[config.mk]
export PLATFORM = sky130hd
export DESIGN_NAME = lcd_host_ctrl
export DESIGN_NICKNAME = d
export VERILOG_FILES = /design/src/verilog/lcd_host_pkg.sv /design/src/verilog/lcd_host_ctrl.sv
export SDC_FILE = /design/constraint.sdc
export NUM_CORES = 1
export LEC_CHECK = 0
export BUFFER_PORTS_ARGS = -buffer_cell sky130_fd_sc_hd__buf_4
export CORE_MARGIN = 1
export CORE_UTILIZATION = 35
export DETAILED_ROUTE_END_ITERATION = 10
export PLACE_DENSITY = 0.56
export SLEW_MARGIN = 0
export SYNTH_ARGS = -nofsm -noshare
export SYNTH_HDL_FRONTEND = slang
export SYNTH_SLANG_ARGS = --single-unit
[constraint.sdc]
create_clock -name aclk -period 2.84 [get_ports aclk]
set_input_delay 0.142 -clock aclk [delete_from_list [all_inputs] [get_ports aclk]]
set_output_delay 0.142 -clock aclk [all_outputs]
set_load 0.01 [all_outputs]
[src/verilog/lcd_host_pkg.sv]
// Constants and types shared by the LCD host-port controller
package lcd_host_pkg;

  // Clock and link timing
  localparam int CLK_MHZ = 50;
  localparam int LINK_HALF_NS = 80;
  localparam int LINK_HALF_CYC = (LINK_HALF_NS * CLK_MHZ + 999) / 1000;
  localparam logic [3:0] DIV_LAST = 4'(LINK_HALF_CYC - 1);

  // Register offsets
  localparam logic [31:0] ADDR_CTRL = 32'h0000_0000;
  localparam logic [31:0] ADDR_CMD = 32'h0000_0004;
  localparam logic [31:0] ADDR_STATUS = 32'h0000_0008;
  localparam logic [31:0] ADDR_RXDATA = 32'h0000_000C;

  // Control register fields and reset value
  localparam int CTRL_STRAP_LSB = 0;
  localparam int CTRL_RESET_REL_BIT = 4;
  localparam logic [31:0] CTRL_RST = 32'h0000_0000;

  // Command register fields
  localparam int CMD_DC_BIT = 20;
  localparam int CMD_RD_BIT = 21;
  localparam int CMD_LEN_LSB = 22;
  localparam int CMD_KEEP_BIT = 24;

  // Status register fields
  localparam int STAT_BUSY_BIT = 0;
  localparam int STAT_DONE_BIT = 1;

  // Strap decode: upper pair for the serial family
  localparam logic [1:0] STRAP_SER3 = 2'h1;
  localparam logic [1:0] STRAP_SER4 = 2'h3;

  // Serial unit and read lengths, as last-bit indices
  localparam logic [5:0] SER3_LAST = 6'h08;
  localparam logic [5:0] SER4_LAST = 6'h07;
  localparam logic [5:0] RLEN8_LAST = 6'h07;
  localparam logic [5:0] RLEN24_LAST = 6'h17;
  localparam logic [5:0] RLEN32_LAST = 6'h1F;

  // AXI responses
  localparam logic [1:0] RESP_OKAY = 2'h0;
  localparam logic [1:0] RESP_SLVERR = 2'h2;

  typedef enum logic [2:0] {
    PH_IDLE, PH_P_LOW, PH_P_HIGH, PH_S_LOW, PH_S_HIGH, PH_R_LOW, PH_R_HIGH
  } phase_t;

  // Pins driven toward the display driver
  typedef struct packed {
    logic [3:0] strap;
    logic reset_n;
    logic cs_n;
    logic wr_n;
    logic rd_n;
    logic dc;
    logic [17:0] data_out;
    logic data_oe;
    logic sclk;
    logic sda_out;
    logic sda_oe;
  } lcd_pins_t;

  // AXI4-Lite slave outputs
  typedef struct packed {
    logic awready;
    logic wready;
    logic bvalid;
    logic [1:0] bresp;
    logic arready;
    logic rvalid;
    logic [31:0] rdata;
    logic [1:0] rresp;
  } axi_out_t;

  // Whole controller state
  typedef struct packed {
    axi_out_t axi;
    logic aw_got;
    logic w_got;
    logic [31:0] awaddr;
    logic [31:0] wdata;
    logic [3:0] wstrb;
    logic [31:0] ctrl;
    logic [31:0] cmd;
    logic busy;
    logic done;
    logic [31:0] rx;
    logic [8:0] tx;
    logic [5:0] bitcnt;
    logic [3:0] div;
    phase_t phase;
    logic [17:0] din_s1;
    logic [17:0] din_s2;
    logic sda_s1;
    logic sda_s2;
    lcd_pins_t pins;
  } ctrl_state_t;

endpackage : lcd_host_pkg

[src/verilog/lcd_host_ctrl.sv]
// LCD driver host controller: AXI4-Lite registers driving the parallel or serial host port
// Functional notes
// - Four strap outputs select interface; upper 01 is 3-line, 11 is 4-line serial.
// - Select high carries data or parameter; select low carries a command code.
// - Host writes pulse write strobe low then high, read strobe high, select set.
// - Host reads pulse read strobe low; host samples data at the rising edge.
// - Serial: 3-line sends flag plus byte, 4-line sends byte with select pin.
// - Serial bytes go most significant bit first; commands in any order.
// - Chip select falls before the first serial clock edge and opens a transfer.
// - Host changes serial data on falling clock edges, bit seven first.
// - Serial read: command first, then device answers on the same line.
// - Host releases the data line by the falling edge of the command's last bit.
`timescale 1ns/100ps
module lcd_host_ctrl
  import lcd_host_pkg::*;
(
  // Clock and reset
  input wire logic aclk,
  input wire logic aresetn,
  // AXI4-Lite write address and data
  input wire logic [31:0] s_axi_awaddr,
  input wire logic s_axi_awvalid,
  output logic s_axi_awready,
  input wire logic [31:0] s_axi_wdata,
  input wire logic [3:0] s_axi_wstrb,
  input wire logic s_axi_wvalid,
  output logic s_axi_wready,
  // AXI4-Lite write response
  output logic [1:0] s_axi_bresp,
  output logic s_axi_bvalid,
  input wire logic s_axi_bready,
  // AXI4-Lite read
  input wire logic [31:0] s_axi_araddr,
  input wire logic s_axi_arvalid,
  output logic s_axi_arready,
  output logic [31:0] s_axi_rdata,
  output logic [1:0] s_axi_rresp,
  output logic s_axi_rvalid,
  input wire logic s_axi_rready,
  // Display driver control pins
  output logic [3:0] interface_strap_pins,
  output logic external_reset_n,
  output logic chip_select_n,
  output logic write_strobe_n,
  output logic read_strobe_n,
  output logic cmd_data_select,
  // Parallel data bus
  output logic [17:0] data_out,
  output logic data_oe,
  input wire logic [17:0] data_in,
  // Serial link
  output logic serial_clk,
  output logic serial_data_out,
  output logic serial_data_oe,
  input wire logic serial_data_in
);

  ctrl_state_t s;
  ctrl_state_t next_s;

  // Byte-lane merge for register writes
  function automatic logic [31:0] merge_bytes(input logic [31:0] old_v, input logic [31:0] new_v,
                                              input logic [3:0] strb);
    logic [31:0] r;
    r = old_v;
    for (int i = 0; i < 4; i++) begin
      if (strb[i]) begin
        r[i*8 +: 8] = new_v[i*8 +: 8];
      end
    end
    return r;
  endfunction : merge_bytes

  // Word to pins for the strapped parallel width and mapping
  function automatic logic [17:0] map_out(input logic [3:0] strap, input logic dc, input logic [17:0] d);
    logic [17:0] r;
    r = d;
    if (!dc) begin
      r = {10'h000, d[7:0]};
    end else begin
      case (strap)
        4'h0: r = {2'h0, d[15:0]};
        4'h1: r = {10'h000, d[7:0]};
        4'h2: r = {d[15:8], 1'b0, d[7:0], 1'b0};
        4'h3: r = {d[7:0], 10'h000};
        4'h9: r = {9'h000, d[8:0]};
        4'hB: r = {d[8:0], 9'h000};
        default: r = d;
      endcase
    end
    return r;
  endfunction : map_out

  // Pins back to a word, inverse of map_out
  function automatic logic [17:0] map_in(input logic [3:0] strap, input logic dc, input logic [17:0] p);
    logic [17:0] r;
    r = p;
    if (!dc) begin
      r = {10'h000, p[7:0]};
    end else begin
      case (strap)
        4'h0: r = {2'h0, p[15:0]};
        4'h1: r = {10'h000, p[7:0]};
        4'h2: r = {2'h0, p[17:10], p[8:1]};
        4'h3: r = {10'h000, p[17:10]};
        4'h9: r = {9'h000, p[8:0]};
        4'hB: r = {9'h000, p[17:9]};
        default: r = p;
      endcase
    end
    return r;
  endfunction : map_in

  // Next-state logic: bus slave, link sequencer, synchronisers
  always_comb begin
    logic tick;
    logic serial;
    logic three_line;
    logic wr_fire;
    logic go;
    logic [31:0] cmd_new;
    logic [31:0] rd_val;
    logic [1:0] rd_resp;
    logic done_set;
    logic done_clr;
    tick = 1'b0;
    serial = 1'b0;
    three_line = 1'b0;
    wr_fire = 1'b0;
    go = 1'b0;
    cmd_new = s.cmd;
    rd_val = 32'h0000_0000;
    rd_resp = RESP_OKAY;
    done_set = 1'b0;
    done_clr = 1'b0;
    next_s = s;

    // Pin inputs pass two flip-flops
    next_s.din_s1 = data_in;
    next_s.din_s2 = s.din_s1;
    next_s.sda_s1 = serial_data_in;
    next_s.sda_s2 = s.sda_s1;

    // Strap decode
    serial = s.ctrl[CTRL_STRAP_LSB + 2];
    three_line = (s.ctrl[CTRL_STRAP_LSB + 3 -: 2] == STRAP_SER3);
    next_s.pins.strap = s.ctrl[CTRL_STRAP_LSB +: 4];
    next_s.pins.reset_n = s.ctrl[CTRL_RESET_REL_BIT];

    // Write address and data taken in either order
    if (s.axi.awready && s_axi_awvalid) begin
      next_s.aw_got = 1'b1;
      next_s.awaddr = s_axi_awaddr;
      next_s.axi.awready = 1'b0;
    end
    if (s.axi.wready && s_axi_wvalid) begin
      next_s.w_got = 1'b1;
      next_s.wdata = s_axi_wdata;
      next_s.wstrb = s_axi_wstrb;
      next_s.axi.wready = 1'b0;
    end
    if (s.aw_got && s.w_got && !s.axi.bvalid) begin
      wr_fire = 1'b1;
      next_s.aw_got = 1'b0;
      next_s.w_got = 1'b0;
      next_s.axi.bvalid = 1'b1;
      next_s.axi.bresp = RESP_OKAY;
      case (s.awaddr)
        ADDR_CTRL: next_s.ctrl = merge_bytes(s.ctrl, s.wdata, s.wstrb);
        ADDR_CMD: begin
          cmd_new = merge_bytes(s.cmd, s.wdata, s.wstrb);
          if (!s.busy) begin
            next_s.cmd = cmd_new;
            go = 1'b1;
          end
        end
        ADDR_STATUS: done_clr = s.wdata[STAT_DONE_BIT] && s.wstrb[0];
        ADDR_RXDATA: ;
        default: next_s.axi.bresp = RESP_SLVERR;
      endcase
    end
    if (s.axi.bvalid && s_axi_bready) begin
      next_s.axi.bvalid = 1'b0;
      next_s.axi.awready = 1'b1;
      next_s.axi.wready = 1'b1;
    end
    if (wr_fire) begin
      next_s.axi.awready = 1'b0;
      next_s.axi.wready = 1'b0;
    end

    // Read channel
    case (s_axi_araddr)
      ADDR_CTRL: rd_val = s.ctrl;
      ADDR_CMD: rd_val = s.cmd;
      ADDR_STATUS: rd_val = {30'h0000_0000, s.done, s.busy};
      ADDR_RXDATA: rd_val = s.rx;
      default: rd_resp = RESP_SLVERR;
    endcase
    if (s.axi.arready && s_axi_arvalid) begin
      next_s.axi.arready = 1'b0;
      next_s.axi.rvalid = 1'b1;
      next_s.axi.rdata = rd_val;
      next_s.axi.rresp = rd_resp;
    end
    if (s.axi.rvalid && s_axi_rready) begin
      next_s.axi.rvalid = 1'b0;
      next_s.axi.arready = 1'b1;
    end

    // Half-period divider, running only during a transfer
    if (s.phase != PH_IDLE) begin
      tick = (s.div == DIV_LAST);
      next_s.div = tick ? 4'h0 : s.div + 4'h1;
    end

    // Link sequencer
    case (s.phase)
      PH_IDLE: begin
        if (go) begin
          next_s.busy = 1'b1;
          next_s.div = 4'h0;
          next_s.rx = 32'h0000_0000;
          next_s.pins.cs_n = 1'b0;
          next_s.pins.dc = cmd_new[CMD_DC_BIT];
          if (!serial) begin
            next_s.pins.data_out = map_out(s.ctrl[CTRL_STRAP_LSB +: 4], cmd_new[CMD_DC_BIT], cmd_new[17:0]);
            next_s.pins.data_oe = !cmd_new[CMD_RD_BIT];
            next_s.pins.wr_n = cmd_new[CMD_RD_BIT];
            next_s.pins.rd_n = !cmd_new[CMD_RD_BIT];
            next_s.phase = PH_P_LOW;
          end else begin
            if (three_line) begin
              next_s.tx = {cmd_new[CMD_DC_BIT], cmd_new[7:0]};
              next_s.bitcnt = SER3_LAST;
            end else begin
              next_s.tx = {cmd_new[7:0], 1'b0};
              next_s.bitcnt = SER4_LAST;
            end
            next_s.pins.sclk = 1'b0;
            next_s.pins.sda_oe = 1'b1;
            next_s.pins.sda_out = three_line ? cmd_new[CMD_DC_BIT] : cmd_new[7];
            next_s.phase = PH_S_LOW;
          end
        end
      end
      PH_P_LOW: begin
        if (tick) begin
          if (!s.pins.rd_n) begin
            next_s.rx = {14'h0000, map_in(s.pins.strap, s.pins.dc, s.din_s2)};
          end
          next_s.pins.wr_n = 1'b1;
          next_s.pins.rd_n = 1'b1;
          next_s.phase = PH_P_HIGH;
        end
      end
      PH_P_HIGH: begin
        if (tick) begin
          next_s.pins.data_oe = 1'b0;
          done_set = 1'b1;
        end
      end
      PH_S_LOW: begin
        if (tick) begin
          next_s.pins.sclk = 1'b1;
          next_s.phase = PH_S_HIGH;
        end
      end
      PH_S_HIGH: begin
        if (tick) begin
          next_s.pins.sclk = 1'b0;
          if (s.bitcnt == 6'h00) begin
            if (s.cmd[CMD_RD_BIT]) begin
              next_s.pins.sda_oe = 1'b0;
              case (s.cmd[CMD_LEN_LSB +: 2])
                2'h1: next_s.bitcnt = RLEN24_LAST;
                2'h2: next_s.bitcnt = RLEN32_LAST;
                default: next_s.bitcnt = RLEN8_LAST;
              endcase
              next_s.phase = PH_R_LOW;
            end else begin
              done_set = 1'b1;
            end
          end else begin
            next_s.tx = {s.tx[7:0], 1'b0};
            next_s.pins.sda_out = s.tx[7];
            next_s.bitcnt = s.bitcnt - 6'h01;
            next_s.phase = PH_S_LOW;
          end
        end
      end
      PH_R_LOW: begin
        if (tick) begin
          next_s.pins.sclk = 1'b1;
          next_s.phase = PH_R_HIGH;
        end
      end
      PH_R_HIGH: begin
        if (tick) begin
          next_s.rx = {s.rx[30:0], s.sda_s2};
          next_s.pins.sclk = 1'b0;
          if (s.bitcnt == 6'h00) begin
            done_set = 1'b1;
          end else begin
            next_s.bitcnt = s.bitcnt - 6'h01;
            next_s.phase = PH_R_LOW;
          end
        end
      end
      default: next_s.phase = PH_IDLE;
    endcase

    // End of transfer: clock parks low, chip select released unless held
    if (done_set) begin
      next_s.busy = 1'b0;
      next_s.phase = PH_IDLE;
      next_s.pins.cs_n = !s.cmd[CMD_KEEP_BIT];
      next_s.pins.sda_oe = 1'b0; // Line let go once the unit is over
    end
    next_s.done = (s.done && !done_clr) || done_set;
  end

  // State register
  always_ff @(posedge aclk) begin
    if (!aresetn) begin
      s <= '0;
      s.ctrl <= CTRL_RST;
      s.axi.awready <= 1'b1;
      s.axi.wready <= 1'b1;
      s.axi.arready <= 1'b1;
      s.phase <= PH_IDLE;
      s.pins.cs_n <= 1'b1;
      s.pins.wr_n <= 1'b1;
      s.pins.rd_n <= 1'b1;
    end else begin
      s <= next_s;
    end
  end

  // Outputs straight from state
  assign s_axi_awready = s.axi.awready;
  assign s_axi_wready = s.axi.wready;
  assign s_axi_bvalid = s.axi.bvalid;
  assign s_axi_bresp = s.axi.bresp;
  assign s_axi_arready = s.axi.arready;
  assign s_axi_rvalid = s.axi.rvalid;
  assign s_axi_rdata = s.axi.rdata;
  assign s_axi_rresp = s.axi.rresp;
  assign interface_strap_pins = s.pins.strap;
  assign external_reset_n = s.pins.reset_n;
  assign chip_select_n = s.pins.cs_n;
  assign write_strobe_n = s.pins.wr_n;
  assign read_strobe_n = s.pins.rd_n;
  assign cmd_data_select = s.pins.dc;
  assign data_out = s.pins.data_out;
  assign data_oe = s.pins.data_oe;
  assign serial_clk = s.pins.sclk;
  assign serial_data_out = s.pins.sda_out;
  assign serial_data_oe = s.pins.sda_oe;

endmodule : lcd_host_ctrl

Word-level counts from Yosys, hierarchy flattened. Cells that the tools add are included.

Add/subtract/negate cells: 2. Multiply operators: 0. Divide/modulo/power cells: 0. $lt $le $gt $ge: 0. Eq/ne operators: 42. Shifts and indexed selects: 0. Mux-type cells: 79. Bitwise operators: 4. Reduce and logical (&&, ||, !) cells: 54.

Operator list (number): one-hot mux 18 bit (6 select lines) (2); == test 32 x 4 -> 1 bit, second input constant (4); one-hot mux 32 bit (4 select lines) (1); 2-to-1 mux 32 bit (3); one-hot mux 32 bit (3 select lines) (1); == test 32 x 3 -> 1 bit, second input constant (2); zero test 32 bit (2); 2-to-1 mux 54 bit (1); 2-to-1 mux 22 bit (2); 2-to-1 mux 8 bit (5); 2-to-1 mux 18 bit (2); 2-to-1 mux 3 bit (12); 2-to-1 mux 15 bit (2); != test 2 bit, second input constant (14); 2-to-1 mux 26 bit (1); 2-to-1 mux 6 bit (4); 2-to-1 mux 1 bit (23); one-hot mux 3 bit (7 select lines) (1); == test 4 x 2 -> 1 bit, second input constant (5); 2-to-1 mux 19 bit (1); one-hot mux 6 bit (3 select lines) (1); AND reduction 3 bit (6); == test 4 bit, second input constant (4); one-hot mux 8 bit (2 select lines) (1); other kinds (36) (81).

Flip-flop bits (word level): 299. Latch bits: 0. RAM bits: 0. Memory bits (read-only): 0. Bits of input ports: 126. Output and inout bits: 72. Logic and storage cells: 221. Memories kept: 0.

Logic depth before layout (Yosys ltp). Gate-level depths: netlist of the first run.

Depth in word-level cells: 9. Depth in mapped cells: 9. Gate-level depth less buffers: 8.

Worst setup path before layout of the first run. OpenSTA, ideal clock, no wires.

Kind: register to register. Start: register s, in the netlist s_axi_bvalid. End: register s, in the netlist data_out[16]. Setup time: 0.132 ns. Arrival time: 2.056 ns. Slack: 0.652 ns. Cell stages (with the launch flop): 9. Cells stage by stage: dfxtp_1 > and3b_1 > clkbuf_1 > and3_1 > buf_2 > nand4_4 > mux2_2 > a2111oi_0 > o31ai_1.

Cells in the longest elaborated chain, start to end: 5. Elaborated cells on any way between the ends: 7.

RTL lines: from (decl) (RTL line lcd_host_ctrl.sv:58) `ctrl_state_t s;`; from (signal assigned) (RTL line lcd_host_ctrl.sv:336) `s <= next_s;`; zero test 1 bit * (RTL line lcd_host_ctrl.sv:162) `if (s.aw_got && s.w_got && !s.axi.bvalid) begin`; logical AND 1 bit * (RTL line lcd_host_ctrl.sv:162); 2-to-1 mux 22 bit (RTL line lcd_host_ctrl.sv:162); one-hot mux 18 bit (6 select lines) (RTL line lcd_host_ctrl.sv:81) `case (strap)`; 2-to-1 mux 18 bit (RTL line lcd_host_ctrl.sv:78) `if (!dc) begin`.

Mark *: on every way between the ends. The rest lies on a longest branch, timed or not. A chain may end at the register's enable or synchronous reset.

Worst setup path in the final report of the first run.
Start: register s[244] (netlist name). End: register s, in the netlist next_s[29].

Cells in the longest elaborated chain, start to end: 2.

RTL lines: zero test 32 bit (RTL line lcd_host_ctrl.sv:168) `case (s.awaddr)`; AND reduction 3 bit (no line).

No other way between the ends.

==> run_results.csv, run 1 <==
group,metric,value,unit
status,status,"complete, no violations",
clock_network,htreeDepth,2,
global_route,first_global_vias,11200,
setup_path,cp_slowest_cell,"nand3b_1",
timing,finClkSkew,0.01365,ns
clock_network,cts_sinks,297,
finish,final_common_cell,"dfxtp_1",
setup_path,cp_cell_sequence,"nor4_1, nand4_1, buf_4, nor4_2, buf_4, nand3b_1, mux2i_1, nor2_1",
placement,dpl_cell_area,0.01466,sq mm
min_path,hp-start,"aresetn",
detailed_routing,ant_nets,0,
clock_network,postCtsSetupRepairBufs,0,
detailed_routing,viasPerCell,5.275,
placement,gp_congestion,0.8767,
global_route,grt_overflow_total,0,
global_route,grt_pass1_wl,62760,um
detailed_routing,drc,0,
global_route,track_usage,20.74,%
run,max-cap-violations,0,
die,fp.dieH,195.4,um
synthesis,ys.flop_type,"dfxtp_1",
finish,multi_input_area,0.006251,sq mm
finish,finish.net_count,1890,
setup_path,crit_arrival,2.95,ns
detailed_routing,wl,40490,um
setup_path,crit_family,"simple AND/OR/NAND/NOR gates",
synthesis,yosys_warnings,0,
setup_path,reg2reg_to,"next_s[29]$_SDFFE_PN0P_",
synthesis,synth-seq-cells,297,
die,die_w,195.4,um
setup_path,path_buf_inv,2,
clock_network,cts_tree,"yes",
min_path,hold_path_class,"in2reg",
setup_path,cp-start-kind,"flop",
die,core_area,0.03670,sq mm
synthesis,yosysSeqAreaShare,45.44,%
clock_network,hold_buffers,93,
setup_path,critical_path.endpoint_type,"flop",
clock_network,ctsLongestPathBuffers,3,
setup_path,cp_data_required_time,3.24,ns
die,pin_count,198,
placement,port_buffers,195,
min_path,hold_end,"next_s[38]$_SDFF_PN0_",
power_and_ir_drop,p_leak,6.558,nW
finish,final-seq-area,0.005946,sq mm
power_and_ir_drop,p_per_area,561.6,mW/mm^2
setup_path,cp-startpoint,"s[244]$_SDFFE_PN0P_",
finish,synthToLayoutAreaGrowth,27.64,%
setup_path,crit_top_cell,"buf_4",
timing,tns,0,ns
timing,grt_setup_unrepaired,"false",
timing,period_minus_slack,2.553,ns
placement,dp.final_hpwl,27950,um
setup_path,ff2ff_path_depth,8,
timing,fin_crit_sh,89.90,%
timing,fmax,391.7,MHz
setup_path,rrSetupSlack,0.29,ns
clock_network,clkTransAtPathRegs,0.06,ns
clock_network,clock_latency,0.51,ns
global_route,antenna_found_initial,0,
detailed_routing,avgRoutedWirePerCell,18.00,um
clock_network,clockRootBuffer,"clkbuf_16",
finish,nFillCells,3567,
detailed_routing,dr.pass1.iters,6,
timing,relSlewSlack,16.34,%
synthesis,yosys.cell_types.count,76,
setup_path,path_class,"reg2reg",
finish,fin_area,0.01670,sq mm
synthesis,avgSynthCellArea,8.420,sq um
finish,layout_common_cells,"297 x dfxtp_1, 295 x nand2_1, 230 x buf_4",
timing,tightest_slew,1.243,ns
die,core.rowCount,70,
synthesis,async_flop_share,0,%
setup_path,slowest_delay,0.44,ns
clock_network,cts_buffers,34,
synthesis,synthCells,1554,
timing,setup-violations-final,0,
detailed_routing,vias,11860,
timing,final-hold-violation-count,0,
global_route,grt_max_degree,72,
timing,drv_slew,0,
detailed_routing,first_iter_violations,999,
finish,n_antenna_cell,0,
clock_network,cts_resized,0,
setup_path,reg2reg_from,"s[244]$_SDFFE_PN0P_",
power_and_ir_drop,ir_drop,333.6,uV
setup_path,crit_fanout,11,
synthesis,synth_enable_flop_cells,0,
die,die_area,0.03816,sq mm
synthesis,synth_area,0.01309,sq mm
die,initial_utilization,35.66,%
min_path,holdPathStages,2,
finish,drive_gt1_share,18.64,%
-- power by group --
group          total, mW  switching [mW]  internal, mW  leakage [nW]
sequential          4.35          0.0861          4.26          2.41
clock               4.39            1.73          2.66         0.542
combinational      0.640           0.322         0.319          3.60
total               9.38            2.14          7.24          6.56
-- area by class of cell --
type | count | area share, %
multi-input combinational | 1083 | 37.43
sequential | 297 | 35.60
timing repair buffer | 327 | 16.39
clock buffer | 46 | 5.791
tap | 468 | 3.506
clock inverter | 11 | 0.8765
inverter | 17 | 0.4120
-- state kept, by name (all words and copies together) (netlist names), 4 cells and up, named ones only --
name                  cells
interface_strap_pins      4
next_s                   24
s                       201
s_axi_rdata              32
data_out                 18
-- cells by family after synthesis --
logic type,after synthesis,share of synthesized area [%]
compound gates,374,18.00
xor+xnor,2,0.1339
fa+ha+maj,4,0.3825
buf+inv,175,6.866
flops,297,45.44
mux,89,7.133
other cells,1,0.02866
simple gates,612,22.02
-- worst max path at each step --
stage / end / slack [ns] / cells past startpoint
6_report: next_s[29]$_SDFFE_PN0P_ / 0.29 / 8
5_1_grt: data_out[16]$_SDFFE_PN0P_ / 0.08 / 7
4_1_cts: next_s[29]$_SDFFE_PN0P_ / 0.27 / 8
3_5_place_dp: next_s[29]$_SDFFE_PN0P_ / 0.27 / 8
3_3_place_gp: data_out[16]$_SDFFE_PN0P_ / 0.28 / 7
2_1_floorplan: data_out[16]$_SDFFE_PN0P_ / 0.65 / 8
-- stage by stage --
stage / hold slack [ns] / cells / utilization, % / power [mW] / worst slack, ns
after floorplan: 0.2693 / 1555 / - / 4.699 / 0.6518
after global placement: 0.3528 / 2099 / 39.94 / 4.971 / 0.2759
after detailed placement: 0.3523 / 2099 / 39.94 / 4.977 / 0.2739
after CTS: 0.07297 / 2249 / 45.51 / 9.480 / 0.2705
after global routing: 0.09108 / 2249 / 45.51 / 9.710 / 0.08252
final: 0.07287 / 2249 / 45.51 / 9.379 / 0.2867
-- worst register-to-register path: stages (launching register included) --
cell and delay, ns:
dfxtp_1 0.31, nor4_1 0.39, nand4_1 0.19, buf_4 0.24
nor4_2 0.29, buf_4 0.21, nand3b_1 0.44, mux2i_1 0.33
nor2_1 0.06
-- cell usage after synthesis, types with 7 or more instances --
master	instances	share of area [%]
a22oi_1	53	3.0
buf_2	7	0.27
clkbuf_1	83	2.4
a211oi_1	21	1.2
o21ai_0	71	2.7
dfxtp_1	297	45
buf_4	60	3.4
nand3_1	17	0.65
mux2i_1	73	5.6
a221oi_1	30	2.0
nor3_1	12	0.46
nand2_1	295	8.5
inv_1	15	0.43
nor4_1	16	0.76
buf_1	7	0.20
a21oi_1	131	5.0
and2_1	45	2.2
nor2_1	148	4.2
o21ai_1	14	0.54
nand4_1	19	0.91
nand2b_1	9	0.43
a222oi_1	8	0.61
mux2_2	14	1.2
o31ai_1	10	0.57
-- per-layer routing --
layer	wire length [um]	global-route usage [%]
met5	0	0
met4	1096	6.912
met3	2176	3.247
met2	18240	33.32
met1	18980	28.28
No activity file was read; power rests on OpenSTA's default activity.
==> run 2, diff against run 1 <==
CORE_UTILIZATION = 60   (was 35)
PLACE_DENSITY = 0.86   (was 0.56)
clock period = 3.06 ns   (was 2.84 ns; I/O delays follow)
==> run 2 against run 1 <==
  * Clock power fell by 12%
  * Wire length decreased by 2.8%
  * Core utilization rose by 31 points
  * Clock skew increased by 0.0093 ns
  * Flip-flop and latch count stayed put
  * Sequential power shrank 7.4%
==> run_results.csv, run 2 (same netlist as run 1, synthesis figures left out) <==
group,metric,value,unit
timing,tns,0,ns
clock_network,cts_buffers,30,
global_route,antenna_found_initial,1,
timing,layout_setup_ws,0.4275,ns
detailed_routing,vias,12330,
clock_network,cts_sinks,297,
clock_network,ctsLongestPathBuffers,3,
die,die_w,149.7,um
timing,relSlewSlack,8.903,%
placement,dpl_cell_area,0.01431,sq mm
timing,whs,0.1029,ns
finish,final-seq-area,0.005946,sq mm
power_and_ir_drop,switching_share,22.50,%
setup_path,ff2ff_path_depth,6,
timing,grt_setup_unrepaired,"false",
power_and_ir_drop,clkPwrFrac,45.6,%
finish,fin_area,0.01631,sq mm
run,max-cap-violations,0,
clock_network,postCtsSetupRepairBufs,0,
clock_network,clkTransAtPathRegs,0.06,ns
timing,setup-violations-final,0,
timing,finClkSkew,0.02291,ns
die,fp.dieH,149.7,um
die,pin_count,198,
min_path,holdPathStages,3,
setup_path,crit_fanout,10,
timing,tightest_slew,1.347,ns
global_route,grt_pass1_wl,61180,um
placement,place_ws,0.4756,ns
setup_path,critical_path.endpoint_type,"flop",
detailed_routing,viasPerCell,6.032,
setup_path,crit_arrival,3.09,ns
timing,final-hold-violation-count,0,
detailed_routing,wl,39340,um
power_and_ir_drop,pwr-share-comb,6.9,%
setup_path,path_class,"reg2reg",
finish,synthToLayoutAreaGrowth,24.61,%
power_and_ir_drop,power.switching,1.911,mW
finish,multi_input_area,0.006254,sq mm
detailed_routing,ant_nets,0,
power_and_ir_drop,p_leak,6.476,nW
power_and_ir_drop,p_per_area,521.0,mW/mm^2
placement,gp_congestion,0.9645,
global_route,grt_max_degree,120,
die,die_area,0.02240,sq mm
detailed_routing,avgRoutedWirePerCell,19.25,um
clock_network,clock_latency,0.56,ns
detailed_routing,drc,0,
timing,period_minus_slack,2.632,ns
setup_path,cp_data_required_time,3.52,ns
global_route,grt_overflow_total,0,
finish,layout_common_cells,"297 x dfxtp_1, 294 x nand2_1, 221 x buf_4",
global_route,first_global_vias,12030,
timing,fmax,379.9,MHz
placement,port_buffers,195,
placement,dp.final_hpwl,24650,um
finish,nFillCells,1444,
clock_network,clockRootBuffer,"clkbuf_16",
min_path,hold_path_class,"in2reg",
setup_path,cp-start-kind,"flop",
status,status,"complete, no violations",
die,core_area,0.02122,sq mm
detailed_routing,first_iter_violations,1301,
finish,top_register,"s",
finish,final_core_util,76.84,%
setup_path,reg2reg_to,"data_out[16]$_SDFFE_PN0P_",
setup_path,reg2reg_from,"s[229]$_SDFFE_PN0P_",
die,initial_utilization,61.66,%
power_and_ir_drop,p_int,6.584,mW
power_and_ir_drop,power_frac_seq,47.5,%
finish,finish.net_count,1875,
timing,fin_crit_sh,86.03,%
detailed_routing,dr.pass1.iters,6,
global_route,track_usage,34.59,%
finish,largest_register_ff_count,201,
die,core.rowCount,53,
clock_network,cts_tree,"yes",
clock_network,htreeDepth,1,
setup_path,rrSetupSlack,0.43,ns
power_and_ir_drop,ir_drop,311.8,uV
finish,drive_gt1_share,18.22,%
finish,final_common_cell,"dfxtp_1",
min_path,hold_end,"cmd_data_select$_SDFFE_PN0P_",
timing,drv_slew,0,
min_path,hp-start,"aresetn",
==> run 2: cell count changes in the layout (fill, tap and decap cells not counted) <==
cell | previous run | this run
clkbuf_1 | 6 | 3
inv_6 | 3 | 1
clkinv_4 | 1 | 2
nand2_1 | 295 | 294
clkbuf_8 | 5 | 7
bufinv_16 | 3 | 4
buf_4 | 230 | 221
clkbuf_16 | 35 | 31
buf_12 | 4 | 2
clkinvlp_4 | 2 | 1
nand2_2 | 0 | 1
diode_2 | 0 | 2
clkinv_2 | 3 | 6
==> run 2: what timing repair did <==
item | 4_1_cts | 5_1_grt
gates resized for setup | 0 | 0
hold buffers | 93 | 0
hold endpoints to repair | 93 | 0
==> run 2: worst max path at each step <==
stage / endpoint / from
6_report: data_out[16]$_SDFFE_PN0P_ / s[229]$_SDFFE_PN0P_
5_1_grt: data_out[16]$_SDFFE_PN0P_ / s[229]$_SDFFE_PN0P_
4_1_cts: data_out[16]$_SDFFE_PN0P_ / s[229]$_SDFFE_PN0P_
3_5_place_dp: data_out[16]$_SDFFE_PN0P_ / s[256]$_SDFFE_PN0P_
3_3_place_gp: s[82]$_SDFFE_PN0P_ / s[254]$_SDFFE_PN0P_
2_1_floorplan: data_out[16]$_SDFFE_PN0P_ / s_axi_bvalid$_SDFFE_PP0N_
==> run 2: per-layer routing <==
layer / part of all wire (%) / global-route usage [%] / vias up
li1: - / - / 5773
met1: 38 / 41.26 / 5780
met2: 49 / 60.00 / 658
met3: 9.1 / 7.104 / 119
met4: 3.7 / 15.00 / 0
met5: 0 / 0 / -
==> run 2: through the flow <==
stage | total power, mW | cells
after floorplan | 4.361 | 1555
after global placement | 4.568 | 1895
after detailed placement | 4.580 | 1895
after CTS | 8.491 | 2042
after global routing | 8.746 | 2044
final | 8.496 | 2044
==> run 2: final cells by class <==
type / instances / share of cell area (%)
antenna: 2 / 0.03069
clock buffer: 41 / 5.417
sequential: 297 / 36.46
clock inverter: 13 / 1.074
tap: 275 / 2.110
timing repair buffer: 316 / 16.13
multi-input combinational: 1083 / 38.35
inverter: 17 / 0.4220
==> run 2: worst max-delay path, cell delays in order (launching register included) <==
cell and delay, ns:
dfxtp_1 0.33, nor4_4 0.45, and3_1 0.41, nand4_4 0.26, nor3_4 0.36, nand3_1 0.36, o31ai_1 0.37
==> run 2: power by group through the flow <==
stage	combinational, mW	clock (mW)	sequential (mW)
global route	0.635	4.07	4.04
detailed placement	0.469	0	4.11
floorplan	0.276	0	4.08
global placement	0.460	0	4.11
CTS	0.570	3.89	4.03
finish	0.590	3.87	4.03
==> run 3, diff against run 2 <==
CORE_ASPECT_RATIO = 1.5   (was unset)
PLACE_DENSITY = 0.83   (was 0.86)
SLEW_MARGIN = 10   (was 0)
==> run 3 against run 2 <==
  * Critical path depth stayed put
  * Register-to-register slack worse by 0.07 ns
  * Design area is 0.17% lower
  * Non-clock buffer count is 3 lower
  * Core utilization is 0.15 points lower
  * Wire length is 1.9% lower
  * Sequential power hardly changed
  * Worst setup slack worse by 0.069 ns
  * Via count hardly changed
  * Power is 1.9% higher
  * Global-route usage is 0.60 points lower
  * Hold slack better by 0.058 ns
  * Critical endpoint unchanged
  * Largest power group is now clock
  * Highest routed layer unchanged
==> run_results.csv, run 3 (same netlist as run 1, synthesis figures left out) <==
group,metric,value,unit
timing,fmax,370.2,MHz
clock_network,htreeDepth,1,
status,status,"complete, no violations",
detailed_routing,vias,12320,
global_route,grt_pass1_wl,60280,um
die,initial_utilization,61.64,%
detailed_routing,viasPerCell,6.072,
die,die_area,0.02241,sq mm
die,fp.dieH,182.9,um
finish,drive_gt1_share,18.00,%
timing,relSlewSlack,6.962,%
setup_path,cp-start-kind,"flop",
timing,tns,0,ns
clock_network,clock_latency,0.55,ns
finish,final_common_cell,"dfxtp_1",
min_path,hold_path_class,"in2reg",
setup_path,ff2ff_path_depth,6,
clock_network,clkTransAtPathRegs,0.07,ns
setup_path,crit_arrival,3.15,ns
setup_path,reg2reg_from,"s[254]$_SDFFE_PN0P_",
placement,dp.final_hpwl,24570,um
detailed_routing,ant_nets,0,
global_route,antenna_found_initial,0,
die,core.rowCount,65,
timing,grt_setup_unrepaired,"false",
finish,largest_register_ff_count,201,
timing,period_minus_slack,2.701,ns
setup_path,path_class,"reg2reg",
timing,tightest_slew,1.383,ns
power_and_ir_drop,p_leak,6.457,nW
timing,drv_slew,0,
setup_path,cp_data_required_time,3.51,ns
timing,fin_crit_sh,88.27,%
clock_network,clockRootBuffer,"clkbuf_16",
placement,gp_congestion,0.9048,
timing,setup-violations-final,0,
detailed_routing,wl,38610,um
min_path,hold_end,"s[168]$_SDFFE_PN0P_",
clock_network,cts_buffers,28,
clock_network,postCtsSetupRepairBufs,0,
timing,final-hold-violation-count,0,
setup_path,critical_path.endpoint_type,"flop",
detailed_routing,dr.pass1.iters,7,
detailed_routing,first_iter_violations,1210,
detailed_routing,drc,0,
finish,n_antenna_cell,0,
finish,top_register,"s",
power_and_ir_drop,p_per_area,531.9,mW/mm^2
clock_network,ctsLongestPathBuffers,3,
clock_network,hold_buffers,93,
placement,place_ws,0.4415,ns
min_path,holdPathStages,3,
global_route,grt_max_degree,112,
die,pin_count,198,
finish,layout_common_cells,"297 x dfxtp_1, 295 x nand2_1, 219 x buf_4",
finish,finish.net_count,1870,
global_route,first_global_vias,11920,
finish,nFillCells,1441,
global_route,grt_overflow_total,0,
die,core_area,0.02123,sq mm
placement,port_buffers,195,
setup_path,crit_fanout,10,
clock_network,cts_resized,0,
finish,synthToLayoutAreaGrowth,24.40,%
power_and_ir_drop,ir_drop,401.0,uV
die,die_w,122.6,um
setup_path,rrSetupSlack,0.36,ns
detailed_routing,avgRoutedWirePerCell,19.03,um
min_path,hp-start,"aresetn",
setup_path,reg2reg_to,"data_out[16]$_SDFFE_PN0P_",
timing,finClkSkew,0.009564,ns
timing,layout_setup_ws,0.3589,ns
global_route,track_usage,33.99,%
clock_network,cts_sinks,297,
run,max-cap-violations,0,
clock_network,cts_tree,"yes",
==> run 3: cell count changes in the layout (fill, tap and decap cells not counted), sizes merged <==
cell / before / now
clkbuf: 41 / 34
buf: 223 / 220
bufinv: 4 / 8
clkinvlp: 1 / 2
clkinv: 9 / 8
diode: 2 / 0
==> run 3: worst max-delay path by stage <==
stage / start / to / depth (start not counted)
detailed placement: s[244]$_SDFFE_PN0P_ / data_out[16]$_SDFFE_PN0P_ / 6
finish: s[254]$_SDFFE_PN0P_ / data_out[16]$_SDFFE_PN0P_ / 6
CTS: s[244]$_SDFFE_PN0P_ / data_out[16]$_SDFFE_PN0P_ / 6
global placement: s[244]$_SDFFE_PN0P_ / data_out[16]$_SDFFE_PN0P_ / 6
floorplan: s_axi_bvalid$_SDFFE_PP0N_ / data_out[16]$_SDFFE_PN0P_ / 8
global route: s[249]$_SDFFE_PN0P_ / data_out[16]$_SDFFE_PN0P_ / 6
==> run 3: cell type report <==
class	instances	area [sq um]	area share, %
multi-input combinational	1083	6251	38.40
clock buffer	34	784.5	4.819
sequential	297	5946	36.53
tap	268	335.3	2.060
clock inverter	17	297.8	1.829
timing repair buffer	313	2595	15.94
inverter	17	68.82	0.4228
==> run 3: metrics by stage <==
stage / cell area (sq um) / util (%) / power, mW / instances / hold slack (ns)
2_1_floorplan: 13090 / - / 4.361 / 1555 / 0.2803
3_3_place_gp: 14260 / 67.20 / 4.558 / 1885 / 0.3634
3_5_place_dp: 14260 / 67.20 / 4.573 / 1885 / 0.3633
4_1_cts: 16280 / 76.69 / 8.638 / 2029 / 0.1712
5_1_grt: 16280 / 76.69 / 8.865 / 2029 / 0.1958
6_report: 16280 / 76.69 / 8.658 / 2029 / 0.1605
==> run 3: routing by layer <==
metal  share of wire [%]  GRT usage (%)  vias to the layer above  wire length, um
met5                   0              0                        -                0
li1                    -              -                     5767                -
met2                  49          58.07                      593            19060
met4                 7.3          24.49                        0             2809
met3                 6.0          4.447                      149             2326
met1                  37          38.35                     5812            14410
==> run 3: where the power goes <==
part | total, mW | internal, mW | switching, mW
combinational | 0.580 | 0.284 | 0.296
sequential | 4.03 | 3.95 | 0.0824
clock | 4.05 | 2.50 | 1.55
total | 8.66 | 6.73 | 1.93
==> run 3: worst max-delay path, cell delays in order (launching register included) <==
cell,delay (ns)
dfxtp_1,0.35
nor4_2,0.46
and3_1,0.41
nand4_4,0.25
nor3_4,0.39
nand3_1,0.37
o31ai_1,0.35
